`src/logic/amsp_pkg.sv`:
```
// package for the async multiprocessor serial unit
// assumes a 20 MHz pclk and an apb master with 32-bit data
package amsp_pkg;
    // register byte addresses
    localparam logic [7:0] ADDR_CTRL = 8'h00;
    localparam logic [7:0] ADDR_STAT = 8'h04;
    localparam logic [7:0] ADDR_TXH = 8'h08;
    localparam logic [7:0] ADDR_RXD = 8'h0c;
    localparam logic [7:0] ADDR_BAUD = 8'h10;
    localparam logic [7:0] ADDR_ID = 8'h14;
    localparam logic [7:0] ADDR_IRQ_ST = 8'h18;
    localparam logic [7:0] ADDR_IRQ_EN = 8'h1c;
    localparam logic [7:0] ADDR_IRQ_CLR = 8'h20;
    // control field positions
    localparam int CTRL_TX_EN = 0;
    localparam int CTRL_RX_EN = 1;
    localparam int CTRL_MP = 2;
    localparam int CTRL_PAR_EN = 3;
    localparam int CTRL_PAR_ODD = 4;
    localparam int CTRL_TIE = 5;
    localparam int CTRL_RIE = 6;
    localparam int CTRL_TX_END_IRQ_EN = 7;
    localparam int CTRL_MP_TX_BIT = 8;
    localparam int CTRL_W = 9;
    // status field positions
    localparam int ST_TX_EMPTY = 0;
    localparam int ST_TX_END = 1;
    localparam int ST_RX_FULL = 2;
    localparam int ST_OVERRUN = 3;
    localparam int ST_FRAMING = 4;
    localparam int ST_PARITY = 5;
    localparam int ST_MP_RX = 6;
    localparam int ST_SKIP = 7;
    localparam int ST_W = 8;
    // interrupt line positions
    localparam int IRQ_TXE = 0;
    localparam int IRQ_TX_END_FLAG = 1;
    localparam int IRQ_RXF = 2;
    localparam int IRQ_ERR = 3;
    localparam int IRQ_W = 4;
    // reset values
    localparam logic [CTRL_W-1:0] CTRL_RST = 9'h000;
    localparam logic [15:0] BAUD_RST = 16'h0081;
    localparam logic [7:0] ID_RST = 8'h00;
    localparam int DATA_BITS = 8;
    typedef enum logic [2:0] {
        AMSP_IDLE, AMSP_START, AMSP_DATA, AMSP_EXTRA, AMSP_STOP
    } amsp_phase_t;
endpackage

```
`src/logic/amsp_serial_unit.sv`:
```
// serial_unit: async transmit/receive with multiprocessor format, apb regs
// assumes rxd is asynchronous; baud divisor plus one gives pclk cycles per bit
// Function
// marker bit 1 for id, 0 data
// sender sends id marked, then data unmarked
// marked frame compared to id, mismatch skips
// multiprocessor format ignores parity setting
// start, eight data lsb first, marker, stop
// empty flag 0 loads shifter, sets flag
// stop bit samples flag, chains next frame
// flag 1 at stop sets end, idles mark
// six causes share one interrupt output
// tx empty and end irqs follow flags
// tx empty and end flags reset to 1
// rx full and error irqs gated by rie
// holding write clears empty flag
// holding writes always accepted, may overwrite
// software writes holding once after empty
// overrun sets flag, keeps data register
// simultaneous errors set all, transfer unless overrun
// skipped frames update nothing
//
// The register offsets and the APB slave port were left to the implementer.
`timescale 1ns/1ns
module amsp_serial_unit #(
    parameter int BAUD_W = 16
) (
    input wire logic pclk,
    input wire logic presetn,
    input wire logic psel,
    input wire logic penable,
    input wire logic pwrite,
    input wire logic [7:0] paddr,
    input wire logic [31:0] pwdata,
    output logic [31:0] prdata,
    output logic pready,
    output logic pslverr,
    input wire logic rxd,
    output logic txd,
    output logic irq,
    output logic tx_empty_irq,
    output logic tx_end_irq,
    output logic rx_full_irq,
    output logic rx_error_irq
);
    localparam int CW = amsp_pkg::CTRL_W;
    localparam int SW = amsp_pkg::ST_W;
    localparam int IW = amsp_pkg::IRQ_W;

    function automatic logic par_of(input logic [7:0] d, input logic odd);
        par_of = (^d) ^ odd;
    endfunction

    // bus and registers
    logic [CW-1:0] ctrl_reg, ctrl_next;
    logic [BAUD_W-1:0] baud_reg, baud_next;
    logic [7:0] id_reg, id_next;
    logic [7:0] tx_hold_reg, tx_hold_next;
    logic [7:0] rx_data_reg, rx_data_next;
    logic [SW-1:0] status_reg, status_next;
    logic [IW-1:0] ist_reg, ist_next, ien_reg, ien_next;
    logic [IW-1:0] lvl_reg, lvl_next;
    logic [31:0] prdata_reg, prdata_next;
    logic pready_reg, pready_next, pslverr_reg, pslverr_next;
    logic irq_reg, irq_next;
    // tx state
    amsp_pkg::amsp_phase_t tph_reg, tph_next;
    logic [BAUD_W-1:0] tcnt_reg, tcnt_next;
    logic [3:0] tbit_reg, tbit_next;
    logic [7:0] tx_shift_reg, tx_shift_next;
    logic tx_mp_reg, tx_mp_next, txd_reg, txd_next;
    // rx state
    amsp_pkg::amsp_phase_t rph_reg, rph_next;
    logic [BAUD_W-1:0] rcnt_reg, rcnt_next;
    logic [3:0] rbit_reg, rbit_next;
    logic [7:0] rx_shift_reg, rx_shift_next;
    logic rx_ext_reg, rx_ext_next;
    logic rs1_reg, rs2_reg;

    wire logic acc = psel & penable & pready_reg;
    wire logic wr = acc & pwrite;
    wire logic rd = acc & ~pwrite;
    wire logic mp = ctrl_reg[amsp_pkg::CTRL_MP];
    wire logic par_on = ctrl_reg[amsp_pkg::CTRL_PAR_EN] & ~mp;
    wire logic tick_t = (tcnt_reg == '0);
    wire logic tick_r = (rcnt_reg == '0);
    wire logic [BAUD_W-1:0] half = baud_reg >> 1;

    always_comb begin
        ctrl_next = ctrl_reg;
        baud_next = baud_reg;
        id_next = id_reg;
        tx_hold_next = tx_hold_reg;
        rx_data_next = rx_data_reg;
        status_next = status_reg;
        ien_next = ien_reg;
        prdata_next = prdata_reg;
        pslverr_next = 1'b0;
        pready_next = psel & ~penable;
        tph_next = tph_reg;
        tcnt_next = tick_t ? baud_reg : tcnt_reg - 1'b1;
        tbit_next = tbit_reg;
        tx_shift_next = tx_shift_reg;
        tx_mp_next = tx_mp_reg;
        txd_next = txd_reg;
        rph_next = rph_reg;
        rcnt_next = rcnt_reg - 1'b1;
        rbit_next = rbit_reg;
        rx_shift_next = rx_shift_reg;
        rx_ext_next = rx_ext_reg;
        // software side, hardware sets below win afterwards
        if (psel & ~penable & ~pwrite) begin
            case (paddr)
                amsp_pkg::ADDR_CTRL: prdata_next = 32'(ctrl_reg);
                amsp_pkg::ADDR_STAT: prdata_next = 32'(status_reg);
                amsp_pkg::ADDR_TXH: prdata_next = 32'(tx_hold_reg);
                amsp_pkg::ADDR_RXD: prdata_next = 32'(rx_data_reg);
                amsp_pkg::ADDR_BAUD: prdata_next = 32'(baud_reg);
                amsp_pkg::ADDR_ID: prdata_next = 32'(id_reg);
                amsp_pkg::ADDR_IRQ_ST: prdata_next = 32'(ist_reg);
                amsp_pkg::ADDR_IRQ_EN: prdata_next = 32'(ien_reg);
                amsp_pkg::ADDR_IRQ_CLR: prdata_next = 32'h0;
                default: prdata_next = 32'h0;
            endcase
            if (paddr > amsp_pkg::ADDR_IRQ_CLR || paddr[1:0] != 2'b00) begin
                pslverr_next = 1'b1;
            end
        end else if (psel & ~penable & pwrite) begin
            pslverr_next = (paddr > amsp_pkg::ADDR_IRQ_CLR) ||
                           (paddr[1:0] != 2'b00);
        end
        if (wr) begin
            case (paddr)
                amsp_pkg::ADDR_CTRL: ctrl_next = pwdata[CW-1:0];
                amsp_pkg::ADDR_BAUD: baud_next = pwdata[BAUD_W-1:0];
                amsp_pkg::ADDR_ID: id_next = pwdata[7:0];
                amsp_pkg::ADDR_IRQ_EN: ien_next = pwdata[IW-1:0];
                amsp_pkg::ADDR_TXH: begin
                    tx_hold_next = pwdata[7:0];
                    status_next[amsp_pkg::ST_TX_EMPTY] = 1'b0;
                    status_next[amsp_pkg::ST_TX_END] = 1'b0;
                end
                amsp_pkg::ADDR_STAT: begin
                    // error flags cleared by writing 0
                    status_next[amsp_pkg::ST_OVERRUN] =
                        status_reg[amsp_pkg::ST_OVERRUN] &
                        pwdata[amsp_pkg::ST_OVERRUN];
                    status_next[amsp_pkg::ST_FRAMING] =
                        status_reg[amsp_pkg::ST_FRAMING] &
                        pwdata[amsp_pkg::ST_FRAMING];
                    status_next[amsp_pkg::ST_PARITY] =
                        status_reg[amsp_pkg::ST_PARITY] &
                        pwdata[amsp_pkg::ST_PARITY];
                end
                default: ;
            endcase
        end
        if (rd && paddr == amsp_pkg::ADDR_RXD) begin
            status_next[amsp_pkg::ST_RX_FULL] = 1'b0;
        end
        // transmitter
        if (!ctrl_reg[amsp_pkg::CTRL_TX_EN]) begin
            tph_next = amsp_pkg::AMSP_IDLE;
            txd_next = 1'b1;
            status_next[amsp_pkg::ST_TX_EMPTY] = 1'b1;
        end else begin
            case (tph_reg)
                amsp_pkg::AMSP_IDLE: begin
                    txd_next = 1'b1;
                    if (!status_reg[amsp_pkg::ST_TX_EMPTY] && !wr) begin
                        tx_shift_next = tx_hold_reg;
                        tx_mp_next = ctrl_reg[amsp_pkg::CTRL_MP_TX_BIT];
                        status_next[amsp_pkg::ST_TX_EMPTY] = 1'b1;
                        tph_next = amsp_pkg::AMSP_START;
                        tcnt_next = baud_reg;
                        txd_next = 1'b0;
                    end
                end
                amsp_pkg::AMSP_START: if (tick_t) begin
                    tph_next = amsp_pkg::AMSP_DATA;
                    tbit_next = 4'h0;
                    txd_next = tx_shift_reg[0];
                end
                amsp_pkg::AMSP_DATA: if (tick_t) begin
                    if (tbit_reg == 4'(amsp_pkg::DATA_BITS - 1)) begin
                        if (mp) begin
                            tph_next = amsp_pkg::AMSP_EXTRA;
                            txd_next = tx_mp_reg;
                        end else if (par_on) begin
                            tph_next = amsp_pkg::AMSP_EXTRA;
                            txd_next = par_of(tx_shift_reg,
                                ctrl_reg[amsp_pkg::CTRL_PAR_ODD]);
                        end else begin
                            tph_next = amsp_pkg::AMSP_STOP;
                            txd_next = 1'b1;
                        end
                    end else begin
                        tbit_next = tbit_reg + 4'h1;
                        txd_next = tx_shift_reg[tbit_reg[2:0] + 3'h1];
                    end
                end
                amsp_pkg::AMSP_EXTRA: if (tick_t) begin
                    tph_next = amsp_pkg::AMSP_STOP;
                    txd_next = 1'b1;
                end
                amsp_pkg::AMSP_STOP: if (tick_t) begin
                    if (!status_next[amsp_pkg::ST_TX_EMPTY]) begin
                        tx_shift_next = tx_hold_next;
                        tx_mp_next = ctrl_reg[amsp_pkg::CTRL_MP_TX_BIT];
                        status_next[amsp_pkg::ST_TX_EMPTY] = 1'b1;
                        tph_next = amsp_pkg::AMSP_START;
                        txd_next = 1'b0;
                    end else begin
                        status_next[amsp_pkg::ST_TX_END] = 1'b1;
                        tph_next = amsp_pkg::AMSP_IDLE;
                        txd_next = 1'b1;
                    end
                end
                default: tph_next = amsp_pkg::AMSP_IDLE;
            endcase
        end
        // receiver
        if (!ctrl_reg[amsp_pkg::CTRL_RX_EN]) begin
            rph_next = amsp_pkg::AMSP_IDLE;
        end else begin
            case (rph_reg)
                amsp_pkg::AMSP_IDLE: if (!rs2_reg) begin
                    rph_next = amsp_pkg::AMSP_START;
                    rcnt_next = half;
                end
                amsp_pkg::AMSP_START: if (tick_r) begin
                    rph_next = rs2_reg ? amsp_pkg::AMSP_IDLE
                                       : amsp_pkg::AMSP_DATA;
                    rbit_next = 4'h0;
                    rcnt_next = baud_reg;
                end
                amsp_pkg::AMSP_DATA: if (tick_r) begin
                    rx_shift_next = {rs2_reg, rx_shift_reg[7:1]};
                    rcnt_next = baud_reg;
                    rbit_next = rbit_reg + 4'h1;
                    if (rbit_reg == 4'(amsp_pkg::DATA_BITS - 1)) begin
                        rph_next = (mp | par_on) ? amsp_pkg::AMSP_EXTRA
                                                 : amsp_pkg::AMSP_STOP;
                    end
                end
                amsp_pkg::AMSP_EXTRA: if (tick_r) begin
                    rx_ext_next = rs2_reg;
                    rcnt_next = baud_reg;
                    rph_next = amsp_pkg::AMSP_STOP;
                end
                amsp_pkg::AMSP_STOP: if (tick_r) begin
                    rph_next = amsp_pkg::AMSP_IDLE;
                    if (mp && rx_ext_reg) begin

                        status_next[amsp_pkg::ST_SKIP] =
                            (rx_shift_reg != id_reg);
                        status_next[amsp_pkg::ST_MP_RX] = 1'b1;
                    end
                    if (!(mp && !rx_ext_reg && status_reg[amsp_pkg::ST_SKIP]))
                    begin
                        if (mp) begin
                            status_next[amsp_pkg::ST_MP_RX] = rx_ext_reg;
                        end
                        if (!rs2_reg) begin
                            status_next[amsp_pkg::ST_FRAMING] = 1'b1;
                        end
                        if (par_on && rx_ext_reg != par_of(rx_shift_reg,
                            ctrl_reg[amsp_pkg::CTRL_PAR_ODD])) begin
                            status_next[amsp_pkg::ST_PARITY] = 1'b1;
                        end
                        if (status_reg[amsp_pkg::ST_RX_FULL]) begin
                            status_next[amsp_pkg::ST_OVERRUN] = 1'b1;
                            status_next[amsp_pkg::ST_RX_FULL] = 1'b1;
                        end else begin
                            rx_data_next = rx_shift_reg;
                            status_next[amsp_pkg::ST_RX_FULL] = 1'b1;
                        end
                    end
                end
                default: rph_next = amsp_pkg::AMSP_IDLE;
            endcase
        end
        // interrupt levels from flags and enables
        lvl_next[amsp_pkg::IRQ_TXE] = status_next[amsp_pkg::ST_TX_EMPTY] &
            ctrl_next[amsp_pkg::CTRL_TIE];
        lvl_next[amsp_pkg::IRQ_TX_END_FLAG] = status_next[amsp_pkg::ST_TX_END] &
            ctrl_next[amsp_pkg::CTRL_TX_END_IRQ_EN];
        lvl_next[amsp_pkg::IRQ_RXF] = status_next[amsp_pkg::ST_RX_FULL] &
            ctrl_next[amsp_pkg::CTRL_RIE];
        lvl_next[amsp_pkg::IRQ_ERR] = (status_next[amsp_pkg::ST_OVERRUN] |
            status_next[amsp_pkg::ST_FRAMING] |
            status_next[amsp_pkg::ST_PARITY]) &
            ctrl_next[amsp_pkg::CTRL_RIE];
        // sticky status, set wins over clear
        ist_next = ist_reg;
        if (wr && paddr == amsp_pkg::ADDR_IRQ_CLR) begin
            ist_next = ist_reg & ~pwdata[IW-1:0];
        end
        ist_next = ist_next | (lvl_next & ~lvl_reg);
        irq_next = |(ist_next & ien_next);
    end

    always_ff @(posedge pclk or negedge presetn) begin
        if (!presetn) begin
            ctrl_reg <= amsp_pkg::CTRL_RST;
            baud_reg <= BAUD_W'(amsp_pkg::BAUD_RST);
            id_reg <= amsp_pkg::ID_RST;
            tx_hold_reg <= 8'h00;
            rx_data_reg <= 8'h00;

            status_reg <= SW'((1 << amsp_pkg::ST_TX_EMPTY) |
                              (1 << amsp_pkg::ST_TX_END));
            ist_reg <= '0;
            ien_reg <= '0;
            lvl_reg <= '0;
            prdata_reg <= 32'h0;
            pready_reg <= 1'b0;
            pslverr_reg <= 1'b0;
            irq_reg <= 1'b0;
            tph_reg <= amsp_pkg::AMSP_IDLE;
            tcnt_reg <= '0;
            tbit_reg <= 4'h0;
            tx_shift_reg <= 8'h00;
            tx_mp_reg <= 1'b0;
            txd_reg <= 1'b1;
            rph_reg <= amsp_pkg::AMSP_IDLE;
            rcnt_reg <= '0;
            rbit_reg <= 4'h0;
            rx_shift_reg <= 8'h00;
            rx_ext_reg <= 1'b0;
            rs1_reg <= 1'b1;
            rs2_reg <= 1'b1;
        end else begin
            ctrl_reg <= ctrl_next;
            baud_reg <= baud_next;
            id_reg <= id_next;
            tx_hold_reg <= tx_hold_next;
            rx_data_reg <= rx_data_next;
            status_reg <= status_next;
            ist_reg <= ist_next;
            ien_reg <= ien_next;
            lvl_reg <= lvl_next;
            prdata_reg <= prdata_next;
            pready_reg <= pready_next;
            pslverr_reg <= pslverr_next;
            irq_reg <= irq_next;
            tph_reg <= tph_next;
            tcnt_reg <= tcnt_next;
            tbit_reg <= tbit_next;
            tx_shift_reg <= tx_shift_next;
            tx_mp_reg <= tx_mp_next;
            txd_reg <= txd_next;
            rph_reg <= rph_next;
            rcnt_reg <= rcnt_next;
            rbit_reg <= rbit_next;
            rx_shift_reg <= rx_shift_next;
            rx_ext_reg <= rx_ext_next;
            rs1_reg <= rxd;
            rs2_reg <= rs1_reg;
        end
    end

    assign prdata = prdata_reg;
    assign pready = pready_reg;
    assign pslverr = pslverr_reg;
    assign txd = txd_reg;
    assign irq = irq_reg;
    assign tx_empty_irq = lvl_reg[amsp_pkg::IRQ_TXE];
    assign tx_end_irq = lvl_reg[amsp_pkg::IRQ_TX_END_FLAG];
    assign rx_full_irq = lvl_reg[amsp_pkg::IRQ_RXF];
    assign rx_error_irq = lvl_reg[amsp_pkg::IRQ_ERR];
endmodule // amsp_serial_unit

```
`config.mk`:
```
export PLATFORM = sky130hd
export DESIGN_NAME = amsp_serial_unit
export DESIGN_NICKNAME = d
export VERILOG_FILES = /design/src/logic/amsp_pkg.sv /design/src/logic/amsp_serial_unit.sv
export SDC_FILE = /design/constraint.sdc
export NUM_CORES = 1
export LEC_CHECK = 0
export ABC_AREA = 1
export ABC_CLOCK_PERIOD_IN_PS = 1840
export BUFFER_PORTS_ARGS = -buffer_cell sky130_fd_sc_hd__buf_2
export CORE_UTILIZATION = 40
export CTS_CLUSTER_DIAMETER = 60
export DETAILED_ROUTE_END_ITERATION = 12
export HOLD_SLACK_MARGIN = 0.06
export MAX_ROUTING_LAYER = met4
export SLEW_MARGIN = 20
export SYNTH_ARGS = -nofsm -noshare
export SYNTH_HDL_FRONTEND = slang
export SYNTH_SLANG_ARGS = --single-unit
export TNS_END_PERCENT = 1
```
`constraint.sdc`:
```
create_clock -name pclk -period 1.84 [get_ports pclk]
set_clock_uncertainty 0.1 [all_clocks]
set_input_delay 0.552 -clock pclk [delete_from_list [all_inputs] [get_ports pclk]]
set_output_delay 0.552 -clock pclk [all_outputs]
set_load 0.005 [all_outputs]
```
; After elaboration in Yosys (flattened, before gate mapping)
; Cells that the tools add are included.
[op_classes]
reduce_logical = 38
add_sub_neg = 5
eq_ne = 41
mux = 89
bitwise = 31
n_lt_le_gt_ge = 2
[op_table]
columns = op, count
row1 = $pmux W16 S8, 1
row2 = $mux W16, 7
row3 = $mux W3, 19
row4 = $mux W8, 7
row5 = $mux W4, 11
row6 = $ne A3 B3 Y1 const B, 12
row7 = $eq A8 B5 Y1 const B, 4
row8 = $logic_not A16 Y1, 2
row9 = $pmux W16 S2, 1
row10 = $sub A16 B1 Y16 const B, 2
row11 = $pmux W3 S5, 2
row12 = $mux W1, 29
row13 = $reduce_and A5 Y1, 4
row14 = $eq A8 B4 Y1 const B, 2
row15 = $ne A2 B2 Y1 const B, 8
row16 = $pmux W4 S2, 2
row17 = $pmux W8 S2, 1
row18 = $reduce_xor A8 Y1, 2
row19 = $and A1 B1 Y1, 15
row20 = $and A4 B4 Y4, 3
row21 = $eq A3 B2 Y1 const B, 4
row22 = $reduce_and A6 Y1, 2
row23 = $reduce_and A3 Y1, 3
row24 = $add A4 B1 Y4 const B, 2
row25 = 31 further kinds, 61
[word_totals]
ff_bits = 171
wordCells = 235
in_bits = 46
output_inout_bits = 40

; Depth between registers and ports, before layout
; Gate-level depths: netlist of run 1.
[depth]
word_depth = 16
ltp_mapped = 16
depth_no_buf = 16

; Worst setup path before layout of run 1
; Ideal clock, no wire load.
[synth_path]
path_type = input port to flip-flop
startpoint = input paddr[6]
endpoint = register tx_mp_reg
n_path_buf = 1
setup_slack_ps = -124
stages = 11
t_arrival_ps = 1738
setup_ps = 126
required_time_ps = 1614
path_cell_list = inv_1 > nand2_1 > nor2_2 > nand2_2 > inv_2 > nand3_4 > nand3_2 > nand2_1 > nor2_4 > buf_4 > o21ai_0
[synth_between]
elab_chain_len = 5
[synth_rtl]
columns = item, line
row1 = start: declaration, amsp_serial_unit.sv:33  ; input wire logic [7:0] paddr,
row2 = $eq A8 B4 Y1, amsp_serial_unit.sv:133  ; case (paddr)
row3 = $mux W2, amsp_serial_unit.sv:133
row4 = $mux W2, amsp_serial_unit.sv:132  ; if (wr) begin
row5 = $ne A2 B2 Y1 (no source line), n/a
row6 = $reduce_and A5 Y1 (no source line), n/a
row7 = end signal: assignment, amsp_serial_unit.sv:351  ; tx_mp_reg <= tx_mp_next;
row8 = end: declaration, amsp_serial_unit.sv:71  ; logic tx_mp_reg, tx_mp_next, txd_reg, txd_next;
; No other way between the ends.
; A chain may end at the register's enable or synchronous reset.

; Worst setup path in the final report of run 1
[layout_path]
startpoint = register pready_reg (netlist: pready)
endpoint = register irq_reg (netlist: irq)
[layout_between]
word_cells_on_any_way = 37
cone_classes = mux: 20 / bitwise: 12 / reduce/logical: 5
[layout_lines]
columns = item, line
row1 = start: declaration, amsp_serial_unit.sv:64  ; logic pready_reg, pready_next, pslverr_reg, pslverr_next;
row2 = start signal: assignment, amsp_serial_unit.sv:344  ; pready_reg <= pready_next;
row3 = $and A1 B1 Y1 *, amsp_serial_unit.sv:80  ; wire logic acc = psel & penable & pready_reg;
row4 = $and A1 B1 Y1 *, amsp_serial_unit.sv:81  ; wire logic wr = acc & pwrite;
row5 = $mux W3 *, amsp_serial_unit.sv:132
row6 = $mux W1, amsp_serial_unit.sv:267  ; if (par_on && rx_ext_reg != par_of(rx_shift_reg,
row7 = $mux W5, amsp_serial_unit.sv:259  ; if (!(mp && !rx_ext_reg && status_reg[amsp_pkg::ST_SKIP]))
row8 = $mux W4, amsp_serial_unit.sv:251  ; amsp_pkg::AMSP_STOP: if (tick_r) begin
row9 = $mux W4, amsp_serial_unit.sv:226  ; case (rph_reg)
row10 = $mux W4 *, amsp_serial_unit.sv:223  ; if (!ctrl_reg[amsp_pkg::CTRL_RX_EN]) begin
row11 = named net status_next[5], amsp_serial_unit.sv:60  ; logic [SW-1:0] status_reg, status_next;
row12 = $or A1 B1 Y1 *, amsp_serial_unit.sv:291  ; status_next[amsp_pkg::ST_FRAMING] |
row13 = $and A1 B1 Y1 *, amsp_serial_unit.sv:292  ; status_next[amsp_pkg::ST_PARITY]) &
row14 = $and A4 B4 Y4 *, amsp_serial_unit.sv:299  ; ist_next = ist_next | (lvl_next & ~lvl_reg);
row15 = $or A4 B4 Y4 *, amsp_serial_unit.sv:299
row16 = named net ist_next[3], amsp_serial_unit.sv:61  ; logic [IW-1:0] ist_reg, ist_next, ien_reg, ien_next;
row17 = $and A4 B4 Y4 *, amsp_serial_unit.sv:300  ; irq_next = |(ist_next & ien_next);
row18 = $reduce_or A4 Y1 *, amsp_serial_unit.sv:300
row19 = named net irq_next, amsp_serial_unit.sv:65  ; logic irq_reg, irq_next;
row20 = end signal: assignment, amsp_serial_unit.sv:346  ; irq_reg <= irq_next;
row21 = end: declaration, amsp_serial_unit.sv:65
; The timed path passes the listed nets; every way through them passes the cells marked *.

==> results.sh, run 1 <==
export IMPL_synth_seq_cells=155
export IMPL_worstSetupStartpointType="flip-flop"
export IMPL_numCtsBuffers=17
export IMPL_ctsLongestPathBuffers=2
export IMPL_synthFlopType="dfrtp_1"
export IMPL_post_dp_hpwl_mm=17.87
export IMPL_max_vdd_ir_drop_uv=727.1
export IMPL_clock_fmax_mhz=501.0
export IMPL_syn_to_final_growth_pct=36.49
export IMPL_start_util=0.4113
export IMPL_dr_pass1_iters=5
export IMPL_io_pins=86
export IMPL_synth_area_leaders="dfrtp_1 46%, nand2_1 9.5%, o21ai_0 8.1%, inv_1 5.4%, nor2_1 3.7%"
export IMPL_cts_sinks=155
export IMPL_ant_nets=0
export IMPL_endpoint_kind="flip-flop"
export IMPL_track_usage=0.2494
export IMPL_fillers=1823
export IMPL_die_w_um=144.2
export IMPL_crit_arrival_ps=2230
export IMPL_rsz0062_at_grt="true"
export IMPL_ys_async_sr_fraction=1.000
export IMPL_hold_class="input pin to flip-flop"
export IMPL_core_mm2=0.01965
export IMPL_viasPerCell=5.083
export IMPL_dp_slack_ps=-403.8
export IMPL_hold_viol=0
export IMPL_synth_distinct_cells=53
export IMPL_antenna_cells=0
export IMPL_cts_htree_levels=4
export IMPL_antenna_found_initial=0
export IMPL_period_share=1.085
export IMPL_drc=0
export IMPL_critical_path_class="flip-flop to flip-flop"
export IMPL_syn_inst=981
export IMPL_syn_area_mm2=0.008083
export IMPL_cts_root_buf="clkbuf_16"
export IMPL_drt_iter0_drc=470
export IMPL_place_congestion=0.9106
export IMPL_syn_mean_instance_area_um2=8.239
export IMPL_place_area_mm2=0.01001
export IMPL_port_buffers=53
export IMPL_vias=7594
export IMPL_violations="negative setup slack"
export IMPL_power_density_mw_per_mm2=691.0
export IMPL_fp_dieH_um=144.2
export IMPL_fp_row_count=51
export IMPL_die_area_mm2=0.02078
export IMPL_total_power_mw=7.623
export IMPL_ys_seq_area_frac=0.4810
export IMPL_timing_final_max_slew_violations=0
export IMPL_yosysWarnings=0
export IMPL_overflow=0
export IMPL_status="finished, violations left"
export IMPL_yosysMostFrequentCell="nand2_1"
export IMPL_grt_max_degree=43
export IMPL_cap_violations=0
export IMPL_nets=1267
export IMPL_clk_pin_slew_ps=70
export IMPL_wire_per_inst_um=15.84
export IMPL_design_area_mm2=0.01103
export IMPL_fin_ws_ps=-156.2
export IMPL_finalSetupViolCount=25
export IMPL_grt_pass1_vias=7412
export IMPL_power_leakage_nw=5.163
export IMPL_fin_crit_ps=1996
export IMPL_synth_edff_count=0
export IMPL_synth_top_area_frac=0.4582
export IMPL_clkLatencyLatePin_ps=440
export IMPL_grt_pass1_wl_mm=37.89
export IMPL_synth_commonest_cells="204 x nand2_1, 148 x dfrtp_1, 131 x o21ai_0, 117 x inv_1, 79 x nor2_1"
export IMPL_multiInputGateArea_mm2=0.003938
export IMPL_synth_top_area_cell="dfrtp_1"
export IMPL_ff_latch_area_mm2=0.003887
export IMPL_required_ps=2080
export IMPL_cts_tree="done"
export IMPL_finalWirelength_mm=23.67
export IMPL_drive_gt1_frac=0.3124
export IMPL_crit_fanout=3
-- per-layer routing --
layer / GRT usage / up-vias / wire length [um]
li1: - / 3721 / -
met1: 0.3252 / 3599 / 10750
met2: 0.3816 / 224 / 10970
met3: 0.05298 / 50 / 1351
met4: 0.09252 / 0 / 592
met5: - / - / 0
-- through the flow --
step / util / std cells / hold slack [ps] / TNS [ps]
5_1_grt: 0.5613 / 1494 / 106.6 / -6826
2_1_floorplan: - / 996 / 156.4 / -1499
4_1_cts: 0.5491 / 1493 / 105.1 / -2574
3_5_place_dp: 0.5093 / 1456 / 249.0 / -22300
3_3_place_gp: 0.5093 / 1456 / 247.8 / -22460
6_report: 0.5613 / 1494 / 112.9 / -1646
-- cell type report --
class                   count  share of cell area
repair buffers            238              0.1643
inverters                 123             0.04367
well taps                 265             0.03006
multi-input cells         681              0.3569
flip-flops and latches    155              0.3524
clock buffers              17             0.03856
clock inverters            15             0.01406
-- report_power, final --
group | total, mW | leakage [nW] | switching (mW) | internal (mW)
logic | 0.527 | 2.94 | 0.307 | 0.220
registers | 3.56 | 1.93 | 0.0543 | 3.50
clock network | 3.54 | 0.290 | 1.62 | 1.92
-- layout by cell type, fill, tap and decap left out, drive strengths merged, types with 4 or more instances in the layout --
cell / instances
buf: 237
nand2: 208
dfrtp: 148
o21ai: 138
inv: 130
nor2: 89
nand3: 53
xor2: 29
a21oi: 21
clkbuf: 17
nor3: 17
conb: 16
a32oi: 13
nand4: 12
xnor2: 11
o21a: 10
o211ai: 9
o31ai: 8
dfstp: 7
clkinv: 7
o22ai: 6
o2111ai: 5
ha: 5
nand3b: 4
a31oi: 4
nor4: 4
-- logic make-up (layout without fill, tap and decap cells) --
family                     count (synthesis)  after routing  synth area share
buffers and inverters                    160            393           0.08421
DFF                                      155            155            0.4810
AOI/OAI and AO/OA                        227            227            0.1642
muxes                                      2              2          0.002786
other                                      1             16         0.0004640
xor gates and xnor gates                  40             40           0.04334
adders and majority gates                  5              5          0.007740
and+or+nand+nor                          391            391            0.2163
-- critical path, cell delays in order (launching register included) --
cell     delay (ps)
dfrtp_1         350
nand3_1         150
nor2_2          250
buf_4           180
nand2_2          70
o21ai_0         280
nand2_2         110
inv_1            90
nand2_1          50
nand3_1          90
nand2_2          60
nand2_1          60
nand2_1          50
-- final timing paths --
kind	slack, ps	startpoint	cells past startpoint	end
worst max-delay path	-160	pready	12	irq
min in group asynchronous	470	presetn	2	rcnt_reg[14]
worst min-delay path	110	rxd	1	rs1_reg
max in group asynchronous	630	presetn	3	tbit_reg[3]
worst max register to register	-160	pready	12	irq
worst min register to register	260	rs1_reg	0	rs2_reg
-- timing repair --
| action | CTS | global route |
|---|---|---|
| setup endpoints to repair | 81 | 85 |
| hold endpoints to repair | 23 | 0 |
| gates resized for setup | 47 | 84 |
| pin swaps | 24 | 20 |
| setup buffers | 4 | 1 |
| hold buffers | 1 | 0 |
Power figures use the tool's default switching activity.
==> run 2, diff against run 1 <==
--- a/config.mk
+++ b/config.mk
@@ -13,6 +13,7 @@
 export DETAILED_ROUTE_END_ITERATION = 12
 export HOLD_SLACK_MARGIN = 0.06
 export MAX_ROUTING_LAYER = met4
+export REMOVE_ABC_BUFFERS = 1
 export SLEW_MARGIN = 20
 export SYNTH_ARGS = -nofsm -noshare
 export SYNTH_HDL_FRONTEND = slang
==> results.sh, run 2 (synthesis gave the netlist of run 1 again) <==
export IMPL_status="finished, violations left"
export IMPL_violations="negative setup slack"
export IMPL_intPower_mw=6.004
export IMPL_antenna_found_initial=0
export IMPL_cts_root_buf="clkbuf_16"
export IMPL_cts_tree="done"
export IMPL_p_sw_frac=0.2301
export IMPL_grt_pass1_wl_mm=37.61
export IMPL_worstSetupStartpointType="flip-flop"
export IMPL_track_usage=0.2463
export IMPL_final_cell_mix="200 x nand2_1, 154 x buf_4, 148 x dfrtp_1"
export IMPL_crit_arrival_ps=2360
export IMPL_hold_class="input pin to flip-flop"
export IMPL_finalSetupViolCount=51
export IMPL_drt_iter0_drc=505
export IMPL_syn_to_final_growth_pct=31.90
export IMPL_post_dp_hpwl_mm=17.50
export IMPL_io_pins=86
export IMPL_overflow=0
export IMPL_cap_violations=0
export IMPL_fp_row_count=51
export IMPL_power_leakage_nw=4.995
export IMPL_rr_worst_depth=15
export IMPL_grt_pass1_vias=7256
export IMPL_max_vdd_ir_drop_uv=621.2
export IMPL_worst_path_largest_cell_delay_ps=390
export IMPL_cp_slowest_cell="dfrtp_1"
export IMPL_clkLatencyLatePin_ps=430
export IMPL_vias=7469
export IMPL_ant_nets=0
export IMPL_finalWirelength_mm=23.22
export IMPL_wire_per_inst_um=15.74
export IMPL_port_buffers=53
export IMPL_viasPerCell=5.064
export IMPL_clock_fmax_mhz=478.6
export IMPL_layout_commonest_cell="nand2_1"
export IMPL_crit_chain="inv_1 -> ha_2 -> nand2_2 -> nor2_1 -> buf_4 -> nand4_1 -> nor2_1 -> nand3_1 -> nand2_1 -> inv_1 -> nand2_1 -> nand3_1 -> nand2_1 -> nand2_1 -> nand2_1"
export IMPL_start_util=0.4113
export IMPL_drive_gt1_frac=0.2694
export IMPL_core_mm2=0.01965
export IMPL_endpoint_kind="flip-flop"
export IMPL_nets=1248
export IMPL_die_w_um=144.2
export IMPL_crit_fanout=3
export IMPL_period_share=1.136
export IMPL_seqPwrFrac=0.458
export IMPL_fin_hold_ws_ps=122.8
export IMPL_pwr_share_clk=0.480
export IMPL_place_congestion=0.9118
export IMPL_numCtsBuffers=17
export IMPL_required_ps=2110
export IMPL_p_sw_mw=1.795
export IMPL_power_frac_comb=0.062
export IMPL_antenna_cells=0
export IMPL_die_area_mm2=0.02078
export IMPL_fp_dieH_um=144.2
export IMPL_cts_sinks=155
export IMPL_dr_pass1_iters=5
export IMPL_fin_ws_ps=-249.6
export IMPL_power_density_mw_per_mm2=731.4
export IMPL_fin_crit_ps=2090
export IMPL_setup_tns_ps=-2567
export IMPL_ctsLongestPathBuffers=2
export IMPL_holdPathStages=1
export IMPL_timing_final_max_slew_violations=0
export IMPL_hold_viol=0
export IMPL_path_common_cell="nand2_1"
export IMPL_rsz0062_at_grt="true"
export IMPL_cts_htree_levels=4
export IMPL_critical_path_class="flip-flop to flip-flop"
export IMPL_grt_max_degree=46
export IMPL_clk_pin_slew_ps=70
export IMPL_drc=0
run 2: changes by cell type in the layout (fill, tap and decap cells not counted), moves of 6 or more:
cell	change
nor2_1	+7
o21ai_2	-7
inv_6	-6
nor2_4	-6
o21ai_0	+17
nand2_1	+11
nand2_2	-6
buf_4	-11
inv_1	+6
o21ai_1	-10
nand2_4	-6
run 2: through the flow:
stage	worst slack, ps	utilization	area [um^2]	total power, mW	cells
2_1_floorplan	-512.5	-	7920	3.813	959
3_3_place_gp	-389.1	0.4972	9772	4.081	1435
3_5_place_dp	-429.9	0.4972	9772	4.089	1435
4_1_cts	-205.6	0.5364	10540	7.842	1473
5_1_grt	-404.9	0.5425	10660	8.068	1475
6_report	-249.6	0.5425	10660	7.798	1475
run 2: final timing paths:
check	endpoint	from	slack [ps]
min in group asynchronous	rbit_reg[1]	presetn	470
hold reg to reg	rs2_reg	rs1_reg	260
hold / removal	rs1_reg	rxd	120
setup reg to reg	irq	rcnt_reg[0]	-250
setup / recovery	irq	rcnt_reg[0]	-250
max in group asynchronous	baud_reg[7]	presetn	560
run 2: what timing repair did:
action                                  in CTS  in global routing
pin swaps                                   13                  9
hold buffers                                 1                  0
setup buffers                                4                  2
gates cloned                                 1                  0
hold endpoints to repair                    23                  0
endpoints found under the setup margin      75                 97
gates resized for setup                     32                 34
run 2: layer usage:
metal,up-vias,routed length (um),GRT usage
met1,3542,10630,0.3312
li1,3677,-,-
met3,36,1315,0.03808
met2,214,10760,0.3806
met4,0,506,0.08144
met5,-,0,-
run 2: final cells by class:
| class | instances | area, um^2 |
|---|---|---|
| clock inverter | 11 | 168.9 |
| sequential | 155 | 3887 |
| multi-input combinational | 682 | 3765 |
| inverter | 123 | 464.2 |
| clock buffer | 21 | 450.4 |
| fill | 1900 | 8992 |
| timing repair buffer | 218 | 1594 |
| tap | 265 | 331.6 |
run 2: power groups by stage:
stage                     clock network (mW)  logic [mW]  registers, mW
after CTS                               3.80       0.478           3.57
after floorplan                            0       0.187           3.63
after global placement                     0       0.455           3.63
final                                   3.75       0.481           3.57
after global routing                    3.94       0.546           3.58
after detailed placement                   0       0.462           3.63
run 2: critical path, delay by kind of cell (launching register included):
family / cells / cell delay (ps)
adder cells (fa/ha/maj): 1 / 180
flip-flops: 1 / 390
buffers and inverters: 3 / 240
AND/OR/NAND/NOR: 11 / 1100
